<file path="src/rtl/timer8_pkg.sv">
/*
  constants for the 8-bit timer compare and waveform unit: register offsets,
  field positions, mode and polarity codes, reset values.
  assumes a classic wishbone bus with 32-bit data and byte addresses.
*/
package timer8_pkg;

  // register byte offsets, one aligned word each
  localparam logic [7:0] CTRL_OFS    = 8'h00;
  localparam logic [7:0] COUNT_OFS   = 8'h04;
  localparam logic [7:0] COMPARE_OFS = 8'h08;
  localparam logic [7:0] FLAGS_OFS   = 8'h0c;
  localparam logic [7:0] PIN_OFS     = 8'h10;

  // control word fields
  localparam int MODE_LSB  = 0;
  localparam int MODE_MSB  = 1;
  localparam int COM_LSB   = 4;
  localparam int COM_MSB   = 5;
  localparam int FORCE_BIT = 7;

  // flag word fields, write one to clear
  localparam int OVF_BIT = 0;
  localparam int CMP_BIT = 1;

  // pin word fields
  localparam int DIR_BIT  = 0;
  localparam int PORT_BIT = 1;
  localparam int WOB_BIT  = 2;

  // waveform mode codes
  localparam logic [1:0] MODE_NORMAL   = 2'h0;
  localparam logic [1:0] MODE_PHASE    = 2'h1;
  localparam logic [1:0] MODE_CLEAR_ON = 2'h2;
  localparam logic [1:0] MODE_FAST_PWM = 2'h3;

  // compare output mode codes
  localparam logic [1:0] COM_OFF    = 2'h0;
  localparam logic [1:0] COM_TOGGLE = 2'h1;
  localparam logic [1:0] COM_CLEAR  = 2'h2;
  localparam logic [1:0] COM_SET    = 2'h3;

  // counter extremes and reset values
  localparam logic [7:0]  COUNT_MAX    = 8'hff;
  localparam logic [7:0]  COUNT_BOTTOM = 8'h00;
  localparam logic [7:0]  BYTE_RESET   = 8'h00;
  localparam logic [1:0]  FIELD_RESET  = 2'h0;
  localparam logic [31:0] WORD_ZERO    = 32'h0000_0000;

endpackage : timer8_pkg

</file>
<file path="src/rtl/timer8_compare_waveform_unit.sv">
/*
  8-bit timer with one compare unit and its waveform output: normal,
  clear-on-match and fast pwm modes, overflow and compare flags, and the
  override of a general port pin by the waveform output bit.
  assumes a classic wishbone master, a prescaled timer tick that is one
  clk_i cycle wide and synchronous, and an external pad that drives the pin
  when pin_oe_n_o is low.

*/
module timer8_compare_waveform_unit (
  input  wire logic        clk_i,
  input  wire logic        rst_i,
  input  wire logic        timer_tick_i,
  input  wire logic        wb_cyc_i,
  input  wire logic        wb_stb_i,
  input  wire logic        wb_we_i,
  input  wire logic [7:0]  wb_adr_i,
  input  wire logic [3:0]  wb_sel_i,
  input  wire logic [31:0] wb_dat_i,
  output logic             wb_ack_o,
  output logic [31:0]      wb_dat_o,
  output logic             pin_o,
  output logic             pin_oe_n_o
);

  logic [1:0] waveform_mode_select_reg;
  logic [1:0] compare_output_mode_reg;
  logic [7:0] count_value_reg;
  logic [7:0] count_value_next;
  logic [7:0] compare_buffer_reg;
  logic [7:0] compare_value_reg;
  logic       overflow_flag_reg;
  logic       compare_flag_reg;
  logic       waveform_output_bit_reg;
  logic       waveform_output_bit_next;
  logic       match_block_reg;
  logic       waveform_pin_direction_reg;
  logic       port_data_reg;
  logic       ack_reg;
  logic [31:0] rdata_reg;
  logic       pin_reg;
  logic       pin_oe_n_reg;

  logic       bus_req;
  logic       bus_wr;
  logic       ctrl_wr;
  logic       count_wr;
  logic       compare_wr;
  logic       flags_wr;
  logic       pin_wr;
  logic       is_pwm;
  logic       match;
  logic       at_max;
  logic       period_end;
  logic       force_now;
  logic [1:0] force_com;

  // a write takes effect on the edge where the master sees ack high
  assign bus_req    = wb_cyc_i && wb_stb_i;
  assign bus_wr     = bus_req && ack_reg && wb_we_i && wb_sel_i[0];
  assign ctrl_wr    = bus_wr && (wb_adr_i == timer8_pkg::CTRL_OFS);
  assign count_wr   = bus_wr && (wb_adr_i == timer8_pkg::COUNT_OFS);
  assign compare_wr = bus_wr && (wb_adr_i == timer8_pkg::COMPARE_OFS);
  assign flags_wr   = bus_wr && (wb_adr_i == timer8_pkg::FLAGS_OFS);
  assign pin_wr     = bus_wr && (wb_adr_i == timer8_pkg::PIN_OFS);

  assign is_pwm = (waveform_mode_select_reg == timer8_pkg::MODE_FAST_PWM) ||
                  (waveform_mode_select_reg == timer8_pkg::MODE_PHASE);
  assign match  = (count_value_reg == compare_value_reg) && !match_block_reg;
  assign at_max = (count_value_reg == timer8_pkg::COUNT_MAX);
  // the tick that takes the counter off max; a counter write overrides it
  assign period_end = timer_tick_i && at_max && !count_wr;

  // force uses the output mode written together with the strobe
  assign force_com = wb_dat_i[timer8_pkg::COM_MSB:timer8_pkg::COM_LSB];
  assign force_now = ctrl_wr && wb_dat_i[timer8_pkg::FORCE_BIT] && !is_pwm;

  // bus answer: ack one cycle after the request, dropped the cycle after
  always_ff @(posedge clk_i) begin
    if (rst_i) begin
      ack_reg <= 1'b0;
    end else begin
      ack_reg <= bus_req && !ack_reg;
    end
  end

  // read data is latched as the request arrives; unmapped reads give zero
  always_ff @(posedge clk_i) begin
    if (rst_i) begin
      rdata_reg <= timer8_pkg::WORD_ZERO;
    end else if (bus_req && !ack_reg) begin
      rdata_reg <= timer8_pkg::WORD_ZERO;
      case (wb_adr_i)
        timer8_pkg::CTRL_OFS: begin
          rdata_reg[timer8_pkg::MODE_MSB:timer8_pkg::MODE_LSB] <= waveform_mode_select_reg;
          rdata_reg[timer8_pkg::COM_MSB:timer8_pkg::COM_LSB]   <= compare_output_mode_reg;
        end
        timer8_pkg::COUNT_OFS: begin
          rdata_reg[7:0] <= count_value_reg;
        end
        timer8_pkg::COMPARE_OFS: begin
          rdata_reg[7:0] <= compare_buffer_reg;
        end
        timer8_pkg::FLAGS_OFS: begin
          rdata_reg[timer8_pkg::OVF_BIT] <= overflow_flag_reg;
          rdata_reg[timer8_pkg::CMP_BIT] <= compare_flag_reg;
        end
        timer8_pkg::PIN_OFS: begin
          rdata_reg[timer8_pkg::DIR_BIT]  <= waveform_pin_direction_reg;
          rdata_reg[timer8_pkg::PORT_BIT] <= port_data_reg;
          rdata_reg[timer8_pkg::WOB_BIT]  <= waveform_output_bit_reg;
        end
        default: begin
          rdata_reg <= timer8_pkg::WORD_ZERO;
        end
      endcase
    end
  end

  // mode fields; a changed output mode acts from the next clk_i, at the pin mux as well as at a match
  always_ff @(posedge clk_i) begin
    if (rst_i) begin
      waveform_mode_select_reg <= timer8_pkg::FIELD_RESET;
      compare_output_mode_reg  <= timer8_pkg::FIELD_RESET;
    end else if (ctrl_wr) begin
      waveform_mode_select_reg <= wb_dat_i[timer8_pkg::MODE_MSB:timer8_pkg::MODE_LSB];
      compare_output_mode_reg  <= wb_dat_i[timer8_pkg::COM_MSB:timer8_pkg::COM_LSB];
    end
  end

  always_ff @(posedge clk_i) begin
    if (rst_i) begin
      waveform_pin_direction_reg <= 1'b0;
      port_data_reg              <= 1'b0;
    end else if (pin_wr) begin
      waveform_pin_direction_reg <= wb_dat_i[timer8_pkg::DIR_BIT];
      port_data_reg              <= wb_dat_i[timer8_pkg::PORT_BIT];
    end
  end

  // counter: a bus write beats clear and count; the sequence depends on the mode and, in clear-on-match, on the compare value
  always_comb begin
    count_value_next = count_value_reg;
    if (count_wr) begin
      count_value_next = wb_dat_i[7:0];
    end else if (timer_tick_i) begin
      case (waveform_mode_select_reg)
        timer8_pkg::MODE_CLEAR_ON: begin
          count_value_next = match ? timer8_pkg::COUNT_BOTTOM : 8'(count_value_reg + 8'h01);
        end
        default: begin
          count_value_next = 8'(count_value_reg + 8'h01);
        end
      endcase
    end
  end

  always_ff @(posedge clk_i) begin
    if (rst_i) begin
      count_value_reg <= timer8_pkg::BYTE_RESET;
    end else begin
      count_value_reg <= count_value_next;
    end
  end

  // the block holds from a counter write until the next tick has passed
  always_ff @(posedge clk_i) begin
    if (rst_i) begin
      match_block_reg <= 1'b0;
    end else if (count_wr) begin
      match_block_reg <= 1'b1;
    end else if (timer_tick_i) begin
      match_block_reg <= 1'b0;
    end
  end

  // compare value: direct in non-pwm modes, buffered to the period end in pwm
  always_ff @(posedge clk_i) begin
    if (rst_i) begin
      compare_buffer_reg <= timer8_pkg::BYTE_RESET;
      compare_value_reg  <= timer8_pkg::BYTE_RESET;
    end else begin
      if (compare_wr) begin
        compare_buffer_reg <= wb_dat_i[7:0];
      end
      if (!is_pwm && compare_wr) begin
        compare_value_reg <= wb_dat_i[7:0];
      end else if (is_pwm && period_end) begin
        compare_value_reg <= compare_buffer_reg;
      end
    end
  end

  // flags: hardware only sets, software writes one to clear, set wins
  always_ff @(posedge clk_i) begin
    if (rst_i) begin
      overflow_flag_reg <= 1'b0;
    end else if (period_end) begin
      overflow_flag_reg <= 1'b1;
    end else if (flags_wr && wb_dat_i[timer8_pkg::OVF_BIT]) begin
      overflow_flag_reg <= 1'b0;
    end
  end

  always_ff @(posedge clk_i) begin
    if (rst_i) begin
      compare_flag_reg <= 1'b0;
    end else if (timer_tick_i && match) begin
      compare_flag_reg <= 1'b1;
    end else if (flags_wr && wb_dat_i[timer8_pkg::CMP_BIT]) begin
      compare_flag_reg <= 1'b0;
    end
  end

  // waveform bit; in fast pwm the bottom action beats the match action,
  // which is what gives the constant level when the compare value is max
  always_comb begin
    waveform_output_bit_next = waveform_output_bit_reg;
    if (force_now) begin
      case (force_com)
        timer8_pkg::COM_TOGGLE: waveform_output_bit_next = !waveform_output_bit_reg;
        timer8_pkg::COM_CLEAR:  waveform_output_bit_next = 1'b0;
        timer8_pkg::COM_SET:    waveform_output_bit_next = 1'b1;
        default:                waveform_output_bit_next = waveform_output_bit_reg;
      endcase
    end else if (timer_tick_i) begin
      case (waveform_mode_select_reg)
        timer8_pkg::MODE_NORMAL, timer8_pkg::MODE_CLEAR_ON: begin
          if (match) begin
            case (compare_output_mode_reg)
              timer8_pkg::COM_TOGGLE: waveform_output_bit_next = !waveform_output_bit_reg;
              timer8_pkg::COM_CLEAR:  waveform_output_bit_next = 1'b0;
              timer8_pkg::COM_SET:    waveform_output_bit_next = 1'b1;
              default:                waveform_output_bit_next = waveform_output_bit_reg;
            endcase
          end
        end
        timer8_pkg::MODE_FAST_PWM: begin
          case (compare_output_mode_reg)
            timer8_pkg::COM_TOGGLE: begin
              if (match) begin
                waveform_output_bit_next = !waveform_output_bit_reg;
              end
            end
            timer8_pkg::COM_CLEAR: begin
              if (period_end) begin
                waveform_output_bit_next = 1'b1;
              end else if (match) begin
                waveform_output_bit_next = 1'b0;
              end
            end
            timer8_pkg::COM_SET: begin
              if (period_end) begin
                waveform_output_bit_next = 1'b0;
              end else if (match) begin
                waveform_output_bit_next = 1'b1;
              end
            end
            default: begin
              waveform_output_bit_next = waveform_output_bit_reg;
            end
          endcase
        end
        default: begin
          // phase correct waveform is not built; the bit holds
          waveform_output_bit_next = waveform_output_bit_reg;
        end
      endcase
    end
  end

  always_ff @(posedge clk_i) begin
    if (rst_i) begin
      waveform_output_bit_reg <= 1'b0;
    end else begin
      waveform_output_bit_reg <= waveform_output_bit_next;
    end
  end

  // pin mux registered so outputs come from flops; one clk_i of lag
  always_ff @(posedge clk_i) begin
    if (rst_i) begin
      pin_reg      <= 1'b0;
      pin_oe_n_reg <= 1'b1;
    end else begin
      pin_reg      <= (compare_output_mode_reg != timer8_pkg::COM_OFF) ?
                      waveform_output_bit_reg : port_data_reg;
      pin_oe_n_reg <= !waveform_pin_direction_reg;
    end
  end

  assign wb_ack_o   = ack_reg;
  assign wb_dat_o   = rdata_reg;
  assign pin_o      = pin_reg;
  assign pin_oe_n_o = pin_oe_n_reg;
endmodule : timer8_compare_waveform_unit

</file>
<file path="config.mk">
export PLATFORM = sky130hd
export DESIGN_NAME = timer8_compare_waveform_unit
export DESIGN_NICKNAME = d
export VERILOG_FILES = /design/src/rtl/timer8_pkg.sv /design/src/rtl/timer8_compare_waveform_unit.sv
export SDC_FILE = /design/constraint.sdc
export NUM_CORES = 1
export LEC_CHECK = 0
export BUFFER_PORTS_ARGS = -buffer_cell sky130_fd_sc_hd__buf_2
export CAP_MARGIN = 0
export CELL_PAD_IN_SITES_DETAIL_PLACEMENT = 0
export CELL_PAD_IN_SITES_GLOBAL_PLACEMENT = 1
export CORE_ASPECT_RATIO = 2
export CORE_MARGIN = 2
export CORE_UTILIZATION = 37
export CTS_CLUSTER_DIAMETER = 40
export DETAILED_ROUTE_END_ITERATION = 6
export HOLD_SLACK_MARGIN = 0.15
export PLACE_DENSITY_LB_ADDON = 0.1
export SYNTH_ARGS = -nofsm -noshare
export SYNTH_HDL_FRONTEND = slang
export SYNTH_SLANG_ARGS = --single-unit
</file>
<file path="constraint.sdc">
create_clock -name clk_i -period 2.6 [get_ports clk_i]
set_clock_uncertainty 0.05 [all_clocks]
set_input_delay 0.26 -clock clk_i [delete_from_list [all_inputs] [get_ports clk_i]]
set_output_delay 0.26 -clock clk_i [all_outputs]
set_load 0.1 [all_outputs]
</file>
==> qor.txt, run 1 <==
Run status: finished, final reports clean
#FFs+latches synth: 45
Slowest cell on crit path: dfxtp_1
Initial Utilization: 0.377
DRT Wirelength: 7.98 mm
Port Buf Inserts: 33
Ys flop type: dfxtp_1
Worst Hold Class: primary input to register
Fmax: 448 MHz
CP Buf/Inv Count: 0
Global-route wire length before repair: 12.8 mm
Final #Nets: 412
Setup tns final: 0 ns
Worst-Skew Late Latency: 0.29 ns
Via count: 2,372
CP startpoint kind: register
Number of I/O pins: 85
Post-synth ARST share: 0
Synth Area in XOR/XNOR: 0.0506
Initial antenna violation count: 0
Wire per inst: 17.8 um
Number of cells on the critical path: 6
Dpl hpwl: 5.89 mm
Worst r2r path cells: 6
Critical Path RT: 2.71 ns
Maximum clock path buffer count: 2
Number of global-route vias before repair: 2,374
Worst-path maximum fanout: 8
Global placement routability congestion: 0.807
Final Power: 1.65 mW
RSZ-0062 raised after global routing: no
Count of different cell masters after synthesis: 49
H-tree levels: 2
# setup viols final: 0
EDFF count, synth: 0
DRC: 0
Final hold violation count: 0
Synthesized area per cell: 8.44 sq um
Clk sink count: 45
Kind of critical path: register to register
Final min period: 2.23 ns
Die width: 64.6 um
Critical path origin: count_value_reg[3]
Crit path capture: count_value_reg[7]
Global Route Usage Sum: 0.212
Rows: 44
LEAKAGE: 1.19 nW
CTS tree: built
CTS-repair resized insts: 0
Vias per inst: 5.28
VDD IR max: 0.000367 V
Synth-to-layout area growth: 12.1%
Clock root buffer: clkbuf_16
Arrival time at the worst endpoint: 2.34 ns
Worst-Margin Slew: 0.596 ns
Die area: 8090 sq um
Core footprint: 7210 sq um
Syn Inst Count: 322
Ant. Diodes: 0
Cts bufs inserted: 5
Pwr per Cell Area: 543 nW/um^2
Fin crit share: 0.859
Clock slew seen by the registers of the worst setup and hold paths: 0.06 ns
Routed Antenna Nets: 0
Crit path capture type: register
R2R Path End: count_value_reg[7]
Mux share of post-synthesis cell area: 0.0575
Simple-gate share of the synthesized area: 0.242
CP Cell Sequence: xnor2_1 > nand3_1 > or4_4 > o311a_4 > a221oi_2 > nor2_1
Slowest cell delay on critical path: 0.54 ns
RR Startpoint: count_value_reg[3]
Setup bufs post-CTS: 0
Worst R2R Setup Slack: 0.37 ns
Delay-heaviest family, CP: simple AND/OR/NAND/NOR gates
Synth warn: 0
Synth Area in Compound Gates: 0.177
Cts hold-fix bufs: 0
Die H: 125 um
Max Cap Viol: 0
Drt first pass iters: 4
Largest family of logic cells by synthesized area: simple AND/OR/NAND/NOR gates
Netlist Area Pre-Place: 2720 sq um
Slew Viols, Final: 0
Slew headroom: 0.601
Congestion Overflow GR: 0
Seq/Total Area, Yosys: 0.331
Share of layout cells above drive strength 1: 0.202
Number of DRC markers in iteration 0: 111
Post-synthesis adder-cell area fraction: 0.0276
Largest net degree at the start of global routing: 30
## layout make-up
cell class | count | area (sq um)
Clock buffer | 7 | 153
Fill cell | 778 | 4160
Tap cell | 92 | 115
Timing Repair Buffer | 44 | 248
Inverter | 8 | 30.0
Sequential cell | 45 | 901
Multi-Input combinational cell | 252 | 1600
Clock inverter | 1 | 5.00
## per-layer routing
| metal | global-route usage | wire, um | up-vias |
|---|---|---|---|
| met5 | 0 | 0 | - |
| met4 | 0.106 | 333 | 0 |
| met3 | 0.0315 | 413 | 15 |
| met2 | 0.388 | 4340 | 81 |
| met1 | 0.228 | 2900 | 1117 |
| li1 | - | - | 1159 |
## worst min-delay path by stage
stage | start | endpoint | slack (ns) | cells after the start
2_1_floorplan | waveform_pin_direction_reg | pin_oe_n_o | 0.33 | 1
3_3_place_gp | waveform_pin_direction_reg | pin_oe_n_o | 0.34 | 1
3_5_place_dp | waveform_pin_direction_reg | pin_oe_n_o | 0.35 | 1
4_1_cts | wb_dat_i[2] | compare_buffer_reg[2] | 0.20 | 3
5_1_grt | wb_dat_i[2] | compare_buffer_reg[2] | 0.22 | 3
6_report | wb_dat_i[2] | compare_buffer_reg[2] | 0.20 | 3
## kinds of logic (layout without fill, tap and decap cells)
logic type               after synthesis  after routing
other                                  1             24
multiplexers                          13             13
adder cells (fa/ha/maj)                6              6
buffers and inverters                 48             60
AND/OR/NAND/NOR                      130            130
XOR/XNOR                              14             14
AO/OA/AOI/OAI                         65             65
flip-flops                            45             45
## report_power, final
group / switching [mW] / internal (mW) / leakage [nW] / total [mW]
combinational: 0.233 / 0.0407 / 0.752 / 0.274
sequential: 0.00289 / 0.694 / 0.363 / 0.697
clock: 0.277 / 0.408 / 0.0799 / 0.684
## synthesized netlist by cell type (2+ instances only)
master    number  area share
a211oi_1       2      0.0055
a21oi_1       20       0.037
a221oi_2       7       0.039
a22oi_1        7       0.019
a311oi_1       7       0.023
a31oi_1        2      0.0046
and3_1        10       0.023
and4_1         2      0.0064
buf_2          2      0.0037
buf_4         25       0.069
buf_6          4       0.017
clkbuf_1       8       0.011
dfxtp_1       45        0.33
ha_1           6       0.028
inv_1          8       0.011
mux2i_1       10       0.037
mux4_2         2       0.017
nand2_1       31       0.043
nand2b_1       5       0.012
nand3_1        8       0.015
nand4_1        5       0.012
nor2_1        48       0.066
nor2b_1        2      0.0046
nor3_1         7       0.013
o21ai_0       12       0.022
o22ai_1        3      0.0069
xnor2_1        8       0.026
xnor2_2        2       0.012
xor2_1         4       0.013
## metrics by stage
stage	area, sq um	setup WS (ns)	hold slack (ns)	instances	utilization
4_1_cts	3050	0.360	0.199	449	0.423
3_3_place_gp	2890	0.372	0.344	441	0.401
2_1_floorplan	2810	0.137	0.333	345	-
5_1_grt	3050	0.224	0.221	449	0.423
6_report	3050	0.368	0.204	449	0.423
3_5_place_dp	2890	0.371	0.350	441	0.401
## tightest hold or removal path, delay by kind of cell
kind / cells / cell delay, ns
buffers and inverters: 1 / 0.13
AND/OR/NAND/NOR: 1 / 0.06
AO/OA/AOI/OAI: 1 / 0.05
## cell usage in the layout (no fill, tap or decap), types with 2 or more instances in the layout
cell type and instances:
a211oi_1 2, a21oi_1 20, a221oi_2 7, a22oi_1 7, a311oi_1 7, a31oi_1 2, and3_1 10, and4_1 2
buf_2 33, buf_4 11, clkbuf_16 5, clkbuf_8 2, conb_1 24, dfxtp_1 45, ha_1 6, inv_1 8
mux2i_1 10, mux4_2 2, nand2_1 31, nand2b_1 5, nand3_1 8, nand4_1 5, nor2_1 48, nor2b_1 2
nor3_1 7, o21ai_0 12, o22ai_1 3, xnor2_1 8, xnor2_2 2, xor2_1 4
Note: power is estimated with default switching activity, not from simulation.
==> run 2, diff against run 1 <==
--- a/config.mk
+++ b/config.mk
@@ -5,13 +5,14 @@
 export SDC_FILE = /design/constraint.sdc
 export NUM_CORES = 1
 export LEC_CHECK = 0
+export ABC_AREA = 1
 export BUFFER_PORTS_ARGS = -buffer_cell sky130_fd_sc_hd__buf_2
 export CAP_MARGIN = 0
 export CELL_PAD_IN_SITES_DETAIL_PLACEMENT = 0
 export CELL_PAD_IN_SITES_GLOBAL_PLACEMENT = 1
 export CORE_ASPECT_RATIO = 2
 export CORE_MARGIN = 2
-export CORE_UTILIZATION = 37
+export CORE_UTILIZATION = 36
 export CTS_CLUSTER_DIAMETER = 40
 export DETAILED_ROUTE_END_ITERATION = 6
 export HOLD_SLACK_MARGIN = 0.15
==> qor.txt, run 2 <==
Run status: finished, final reports clean (unchanged)
Top cell type's share of synthesized area: 0.322 (was 0.331)
EDFF count, synth: 0 (unchanged)
Congestion Overflow GR: 0 (unchanged)
Post-synth ARST share: 0 (unchanged)
Most frequent CP cell: nand2_1
Port Buf Inserts: 33 (unchanged)
Clock slew seen by the registers of the worst setup and hold paths: 0.06 ns (about the same)
Fin cells: 530 (was 449)
Via count: 2,577 (was 2,372)
Worst-path maximum fanout: 4 (was 8)
CP startpoint kind: register (unchanged)
Share of layout cells above drive strength 1: 0.177 (was 0.202)
Largest cells by area after synthesis: dfxtp_1 32%, nand2_1 12%, buf_4 6.4%, inv_1 6.2%, o21ai_0 5.7% (was dfxtp_1 33%, buf_4 6.9%, nor2_1 6.6%, nand2_1 4.3%, a221oi_2 3.9%)
CTS-repair resized insts: 0 (unchanged)
Fill count: 845 (was 778)
Final min period: 1.82 ns (was 2.23 ns)
Maximum clock path buffer count: 2 (unchanged)
CTS tree: built (unchanged)
Rows: 45 (was 44)
Clock root buffer: clkbuf_16 (unchanged)
Final Instance Area: 3100 sq um (was 3050 sq um)
Fmax: 548 MHz (was 448 MHz)
Synth Area in XOR/XNOR: 0.00940 (was 0.0506)
Drt first pass iters: 4 (unchanged)
Core footprint: 7540 sq um (was 7210 sq um)
Ys flop type: dfxtp_1 (unchanged)
Number of global-route vias before repair: 2,363 (was 2,374)
DRC: 0 (unchanged)
Crit path capture type: register (unchanged)
Arrival time at the worst endpoint: 1.96 ns (was 2.34 ns)
Delay-heaviest family, CP: simple AND/OR/NAND/NOR gates (unchanged)
Post-synthesis adder-cell area fraction: 0.0269 (was 0.0276)
Number of DRC markers in iteration 0: 113 (was 111)
Final #Nets: 491 (was 412)
Die H: 129 um (was 125 um)
Critical Path RT: 2.74 ns (was 2.71 ns)
Clk sink count: 45 (unchanged)
Most common cell in the netlist: nand2_1 (was nor2_1)
Die width: 66.3 um (was 64.6 um)
LEAKAGE: 1.43 nW (was 1.19 nW)
Cts hold-fix bufs: 0 (unchanged)
Worst Hold Class: primary input to register (unchanged)
Cts bufs inserted: 5 (unchanged)
Top post-synthesis cells by count: 90 x nand2_1, 46 x inv_1, 45 x dfxtp_1 (was 48 x nor2_1, 45 x dfxtp_1, 31 x nand2_1)
Slew headroom: 0.460 (was 0.601)
Syn Inst Count: 403 (was 322)
Simple-gate share of the synthesized area: 0.303 (was 0.242)
Count of different cell masters after synthesis: 40 (was 49)
Die area: 8520 sq um (was 8090 sq um)
Largest family of logic cells by synthesized area: simple AND/OR/NAND/NOR gates (unchanged)
Initial Utilization: 0.370 (was 0.377)
Max Cap Viol: 0 (unchanged)
H-tree levels: 2 (unchanged)
Synth-to-layout area growth: 11.0% (was 12.1%)
Worst-Skew Late Latency: 0.29 ns (about the same)
Post-DP Area: 2940 sq um (was 2890 sq um)
Most common cell after layout, fill and taps aside: nand2_1 (was nor2_1)
Largest net degree at the start of global routing: 28 (was 30)
Vias per inst: 4.86 (was 5.28)
Final hold violation count: 0 (unchanged)
Worst-Margin Slew: 0.810 ns (was 0.596 ns)
Mux share of post-synthesis cell area: 0 (was 0.0575)
Slowest cell on crit path: dfxtp_1 (unchanged)
Synthesized area per cell: 6.93 sq um (was 8.44 sq um)
Dpl cells: 522 (was 441)
# setup viols final: 0 (unchanged)
Pwr per Cell Area: 548 nW/um^2 (was 543 nW/um^2)
Routed Antenna Nets: 0 (unchanged)
Synth Area in Compound Gates: 0.176 (was 0.177)
#FFs+latches synth: 45 (unchanged)
Setup bufs post-CTS: 0 (unchanged)
Global placement routability congestion: 0.853 (was 0.807)
Wire per inst: 14.7 um (was 17.8 um)
RSZ-0062 raised after global routing: no (unchanged)
Number of I/O pins: 85 (unchanged)
VDD IR max: 0.000357 V (was 0.000367 V)
Initial antenna violation count: 0 (unchanged)
Most frequent cells in the layout: 90 x nand2_1, 46 x inv_1, 45 x dfxtp_1 (was 48 x nor2_1, 45 x dfxtp_1, 33 x buf_2)
Global-route wire length before repair: 12.2 mm (was 12.8 mm)
Dpl hpwl: 6.08 mm (was 5.89 mm)
CP Buf/Inv Count: 0 (unchanged)
CP Cell Sequence: ha_1 > nand2_1 > nor2_4 > nand2_4 > nor2_8 > nand2_1 > nand2_1 > nand3_1 > nand2_1 > nand2_1 > nand2_1 > nand3_1 > nand2_1 > nor2_1 (was xnor2_1 > nand3_1 > or4_4 > o311a_4 > a221oi_2 > nor2_1)
Slowest cell delay on critical path: 0.40 ns (was 0.54 ns)
Global Route Usage Sum: 0.196 (was 0.212)
Slew Viols, Final: 0 (unchanged)
Setup tns final: 0 ns (unchanged)
Synth warn: 0 (unchanged)
Netlist Area Pre-Place: 2790 sq um (was 2720 sq um)
Fin crit share: 0.702 (was 0.859)
Synth area leader: dfxtp_1 (unchanged)
Ant. Diodes: 0 (unchanged)
DRT Wirelength: 7.79 mm (was 7.98 mm)
Seq/Total Area, Yosys: 0.322 (was 0.331)
Kind of critical path: register to register (unchanged)
==> run 2: changes by cell type after synthesis, sizes merged, moves of 6 or more <==
cell	before	now
mux2i	10	0
a31oi	2	11
a21oi	20	30
o21ai	12	38
nand2	31	95
a22oi	7	0
nor2	49	37
and3	10	0
inv	8	56
nor3	9	3
nand3	8	28
xnor2	10	0
a311oi	7	0
==> run 2: final timing paths <==
kind	start	to	slack (ns)	depth (start not counted)
setup / recovery	count_value_reg[1]	waveform_output_bit_reg	0.78	14
hold reg to reg	waveform_pin_direction_reg	pin_oe_n_o	0.34	1
hold / removal	wb_dat_i[6]	compare_buffer_reg[6]	0.19	3
setup reg to reg	count_value_reg[1]	waveform_output_bit_reg	0.78	14
==> run 2: final cells by class <==
class / count / area, sq um / share of cell area
multi-input cells: 291 / 1530 / 0.494
flip-flops and latches: 45 / 901 / 0.291
inverters: 57 / 214 / 0.0690
repair buffers: 35 / 180 / 0.0581
clock buffers: 7 / 153 / 0.0492
well taps: 94 / 118 / 0.0379
clock inverters: 1 / 5.00 / 0.00161
==> run 2: power by group <==
part           total (mW)  switching (mW)  internal (mW)
registers           0.705         0.00610          0.698
logic               0.305           0.265         0.0396
clock network       0.691           0.283          0.408
total                1.70           0.554           1.15
==> run 2: per-layer routing <==
layer	vias to the layer above	routed length [um]	GRT usage
li1	1324	-	-
met1	1187	2950	0.203
met4	0	234	0.0972
met5	-	0	0
met2	53	4350	0.369
met3	13	255	0.0271
==> run 2: logic make-up after synthesis <==
group           count (synthesis)
other cells                     1
buf+inv                        90
flops                          45
xor+xnor                        3
fa+ha+maj                       6
compound gates                 87
simple gates                  171
==> run 2: per-stage QoR <==
stage	setup WS (ns)	hold slack (ns)	power, mW	utilization
6_report	0.776	0.190	1.70	0.411
3_3_place_gp	0.764	0.323	1.03	0.390
5_1_grt	0.591	0.207	1.76	0.411
4_1_cts	0.746	0.185	1.72	0.411
3_5_place_dp	0.751	0.326	1.03	0.390
2_1_floorplan	0.330	0.316	0.997	-
==> run 2: worst register-to-register path: stages (launching register included) <==
cell and delay, ns:
dfxtp_1 0.40, ha_1 0.20, nand2_1 0.10, nor2_4 0.14, nand2_4 0.09, nor2_8 0.13, nand2_1 0.13, nand2_1 0.09
nand3_1 0.07, nand2_1 0.07, nand2_1 0.04, nand2_1 0.05, nand3_1 0.06, nand2_1 0.06, nor2_1 0.05
==> run 3, diff against run 2 <==
--- a/config.mk
+++ b/config.mk
@@ -5,14 +5,14 @@
 export SDC_FILE = /design/constraint.sdc
 export NUM_CORES = 1
 export LEC_CHECK = 0
-export ABC_AREA = 1
+export ABC_AREA = 0
 export BUFFER_PORTS_ARGS = -buffer_cell sky130_fd_sc_hd__buf_2
 export CAP_MARGIN = 0
 export CELL_PAD_IN_SITES_DETAIL_PLACEMENT = 0
 export CELL_PAD_IN_SITES_GLOBAL_PLACEMENT = 1
 export CORE_ASPECT_RATIO = 2
 export CORE_MARGIN = 2
-export CORE_UTILIZATION = 36
+export CORE_UTILIZATION = 34
 export CTS_CLUSTER_DIAMETER = 40
 export DETAILED_ROUTE_END_ITERATION = 6
 export HOLD_SLACK_MARGIN = 0.15
==> constraint.sdc (replaced) <==
create_clock -name clk_i -period 1.5 [get_ports clk_i]
set_clock_uncertainty 0.05 [all_clocks]
set_input_delay 0.15 -clock clk_i [delete_from_list [all_inputs] [get_ports clk_i]]
set_output_delay 0.15 -clock clk_i [all_outputs]
set_load 0.1 [all_outputs]
==> qor.txt, run 3 (synthesis gave the netlist of run 1 again) <==
Ant. Diodes: 0 (unchanged)
Final hold violation count: 0 (unchanged)
VDD IR max: 0.000761 V (was 0.000357 V)
Clk sink count: 45 (unchanged)
Final Power: 3.11 mW (was 1.70 mW)
# setup viols final: 31 (was 0)
PnR worst setup slack: -0.481 ns (was 0.776 ns)
Initial Utilization: 0.347 (was 0.370)
Fill count: 792 (was 845)
Worst R2R Setup Slack: -0.48 ns (was 0.78 ns)
Worst-path maximum fanout: 3 (was 4)
Cts bufs inserted: 5 (unchanged)
Via count: 2,621 (was 2,577)
Crit path capture type: register (unchanged)
RSZ-0062 raised after global routing: yes (was no)
RR Startpoint: count_value_reg[1] (unchanged)
Global Route Usage Sum: 0.210 (was 0.196)
Synth-to-layout area growth: 44.5% (was 11.0%)
Routed Antenna Nets: 0 (unchanged)
Critical path origin: count_value_reg[1] (unchanged)
Die area: 8770 sq um (was 8520 sq um)
Core footprint: 7830 sq um (was 7540 sq um)
Run status: finished with violations (was finished, final reports clean)
Max Cap Viol: 0 (unchanged)
Critical Path RT: 1.63 ns (was 2.74 ns)
R2R Path End: waveform_output_bit_reg (unchanged)
H-tree levels: 2 (unchanged)
Worst-Skew Late Latency: 0.29 ns (about the same)
Congestion Overflow GR: 0 (unchanged)
Wire per inst: 16.9 um (was 14.7 um)
Register area: 938 sq um (was 901 sq um)
Clock slew seen by the registers of the worst setup and hold paths: 0.07 ns (was 0.06 ns)
Die H: 130 um (was 129 um)
Final #Nets: 476 (was 491)
Slew Viols, Final: 0 (unchanged)
Fin crit share: 1.32 (was 0.702)
Initial antenna violation count: 0 (unchanged)
Clock root buffer: clkbuf_16 (unchanged)
Largest net degree at the start of global routing: 21 (was 28)
Worst Hold Class: primary input to register (unchanged)
Fmax: 505 MHz (was 548 MHz)
Drt first pass iters: 4 (unchanged)
Setup tns final: -7.25 ns (was 0 ns)
Most frequent cells in the layout: 54 x buf_4, 41 x nor2_1, 33 x buf_2 (was 90 x nand2_1, 46 x inv_1, 45 x dfxtp_1)
DRT Wirelength: 8.75 mm (was 7.79 mm)
Fin cells: 517 (was 530)
Final Instance Area: 3930 sq um (was 3100 sq um)
LEAKAGE: 1.66 nW (was 1.43 nW)
Global-route wire length before repair: 13.3 mm (was 12.2 mm)
CP startpoint kind: register (unchanged)
Arrival time at the worst endpoint: 2.11 ns (was 1.96 ns)
Post-DP Area: 3270 sq um (was 2940 sq um)
Crit path capture: waveform_output_bit_reg (unchanged)
Number of DRC markers in iteration 0: 93 (was 113)
Worst r2r path cells: 7 (was 14)
Die width: 67.2 um (was 66.3 um)
Pwr per Cell Area: 791 nW/um^2 (was 548 nW/um^2)
Share of layout cells above drive strength 1: 0.449 (was 0.177)
Global placement routability congestion: 0.838 (was 0.853)
CTS tree: built (unchanged)
Most common cell after layout, fill and taps aside: buf_4 (was nand2_1)
DRC: 0 (unchanged)
Number of global-route vias before repair: 2,471 (was 2,363)
Port Buf Inserts: 33 (unchanged)
Kind of critical path: register to register (unchanged)
Vias per inst: 5.07 (was 4.86)
Final min period: 1.98 ns (was 1.82 ns)
Dpl hpwl: 6.57 mm (was 6.08 mm)
Failing checks: setup timing
Area occupied by multi-input gates: 1850 sq um (was 1530 sq um)
Dpl cells: 489 (was 522)
Rows: 46 (was 45)
Number of I/O pins: 85 (unchanged)
Maximum clock path buffer count: 2 (unchanged)
-- run 3: cell types whose count changed in the layout (fill, tap and decap cells not counted), moves of 9 or more --
cell / before / now
dfxtp_1: 45 / 29
mux2i_1: 0 / 9
a31oi_1: 11 / 2
dfxtp_2: 0 / 9
and3_1: 0 / 10
o21ai_0: 32 / 2
a21oi_1: 28 / 12
buf_4: 2 / 54
nand3_1: 25 / 8
nor2_1: 29 / 41
nand2_1: 90 / 24
inv_1: 46 / 6
buf_6: 0 / 12
-- run 3: final cells by class --
| type | count | area share |
|---|---|---|
| Clock inverter | 2 | 0.00892 |
| Multi-Input combinational cell | 253 | 0.472 |
| Inverter | 8 | 0.00765 |
| Sequential cell | 45 | 0.239 |
| Clock buffer | 6 | 0.0382 |
| Tap cell | 96 | 0.0306 |
| Timing Repair Buffer | 107 | 0.204 |
-- run 3: worst min path at each step --
stage	start	endpoint	cells past startpoint	slack, ns
after global routing	wb_dat_i[1]	compare_buffer_reg[1]	3	0.17
after CTS	wb_dat_i[1]	compare_buffer_reg[1]	3	0.16
after floorplan	wb_dat_i[1]	count_value_reg[1]	2	0.23
final	wb_dat_i[1]	compare_buffer_reg[1]	3	0.17
after global placement	waveform_pin_direction_reg	pin_oe_n_o	1	0.35
after detailed placement	waveform_pin_direction_reg	pin_oe_n_o	1	0.35
-- run 3: what timing repair did --
item | CTS | global route
cloned | 1 | 0
endpoints found under the setup margin | 32 | 35
hold buffers | 5 | 0
pin swaps | 15 | 34
setup buffers | 8 | 6
hold endpoints to repair | 17 | 0
resized for setup | 38 | 50
-- run 3: routing by layer --
| layer | vias up | global-route usage | share of wire |
|---|---|---|---|
| li1 | 1290 | - | - |
| met1 | 1264 | 0.255 | 0.39 |
| met2 | 54 | 0.360 | 0.55 |
| met3 | 13 | 0.0300 | 0.025 |
| met4 | 0 | 0.0900 | 0.028 |
| met5 | - | 0 | 0 |
-- run 3: metrics by stage --
stage	hold slack, ns	utilization	worst slack [ns]
6_report	0.172	0.502	-0.481
5_1_grt	0.173	0.502	-0.581
4_1_cts	0.163	0.472	-0.532
3_5_place_dp	0.353	0.418	-0.542
2_1_floorplan	0.232	-	-0.412
3_3_place_gp	0.350	0.418	-0.496
-- run 3: report_power, final --
part           switching [mW]  internal (mW)
combinational           0.423          0.121
clock                   0.474          0.884
sequential            0.00929           1.19
total                   0.906           2.20
-- run 3: worst max-delay path, stage by stage, from the launching register on --
cell     delay, ns
dfxtp_4       0.36
xnor2_1       0.19
nand4_1       0.11
or4_4         0.43
buf_4         0.17
nor3_2        0.15
o22ai_1       0.09
mux2_1        0.31
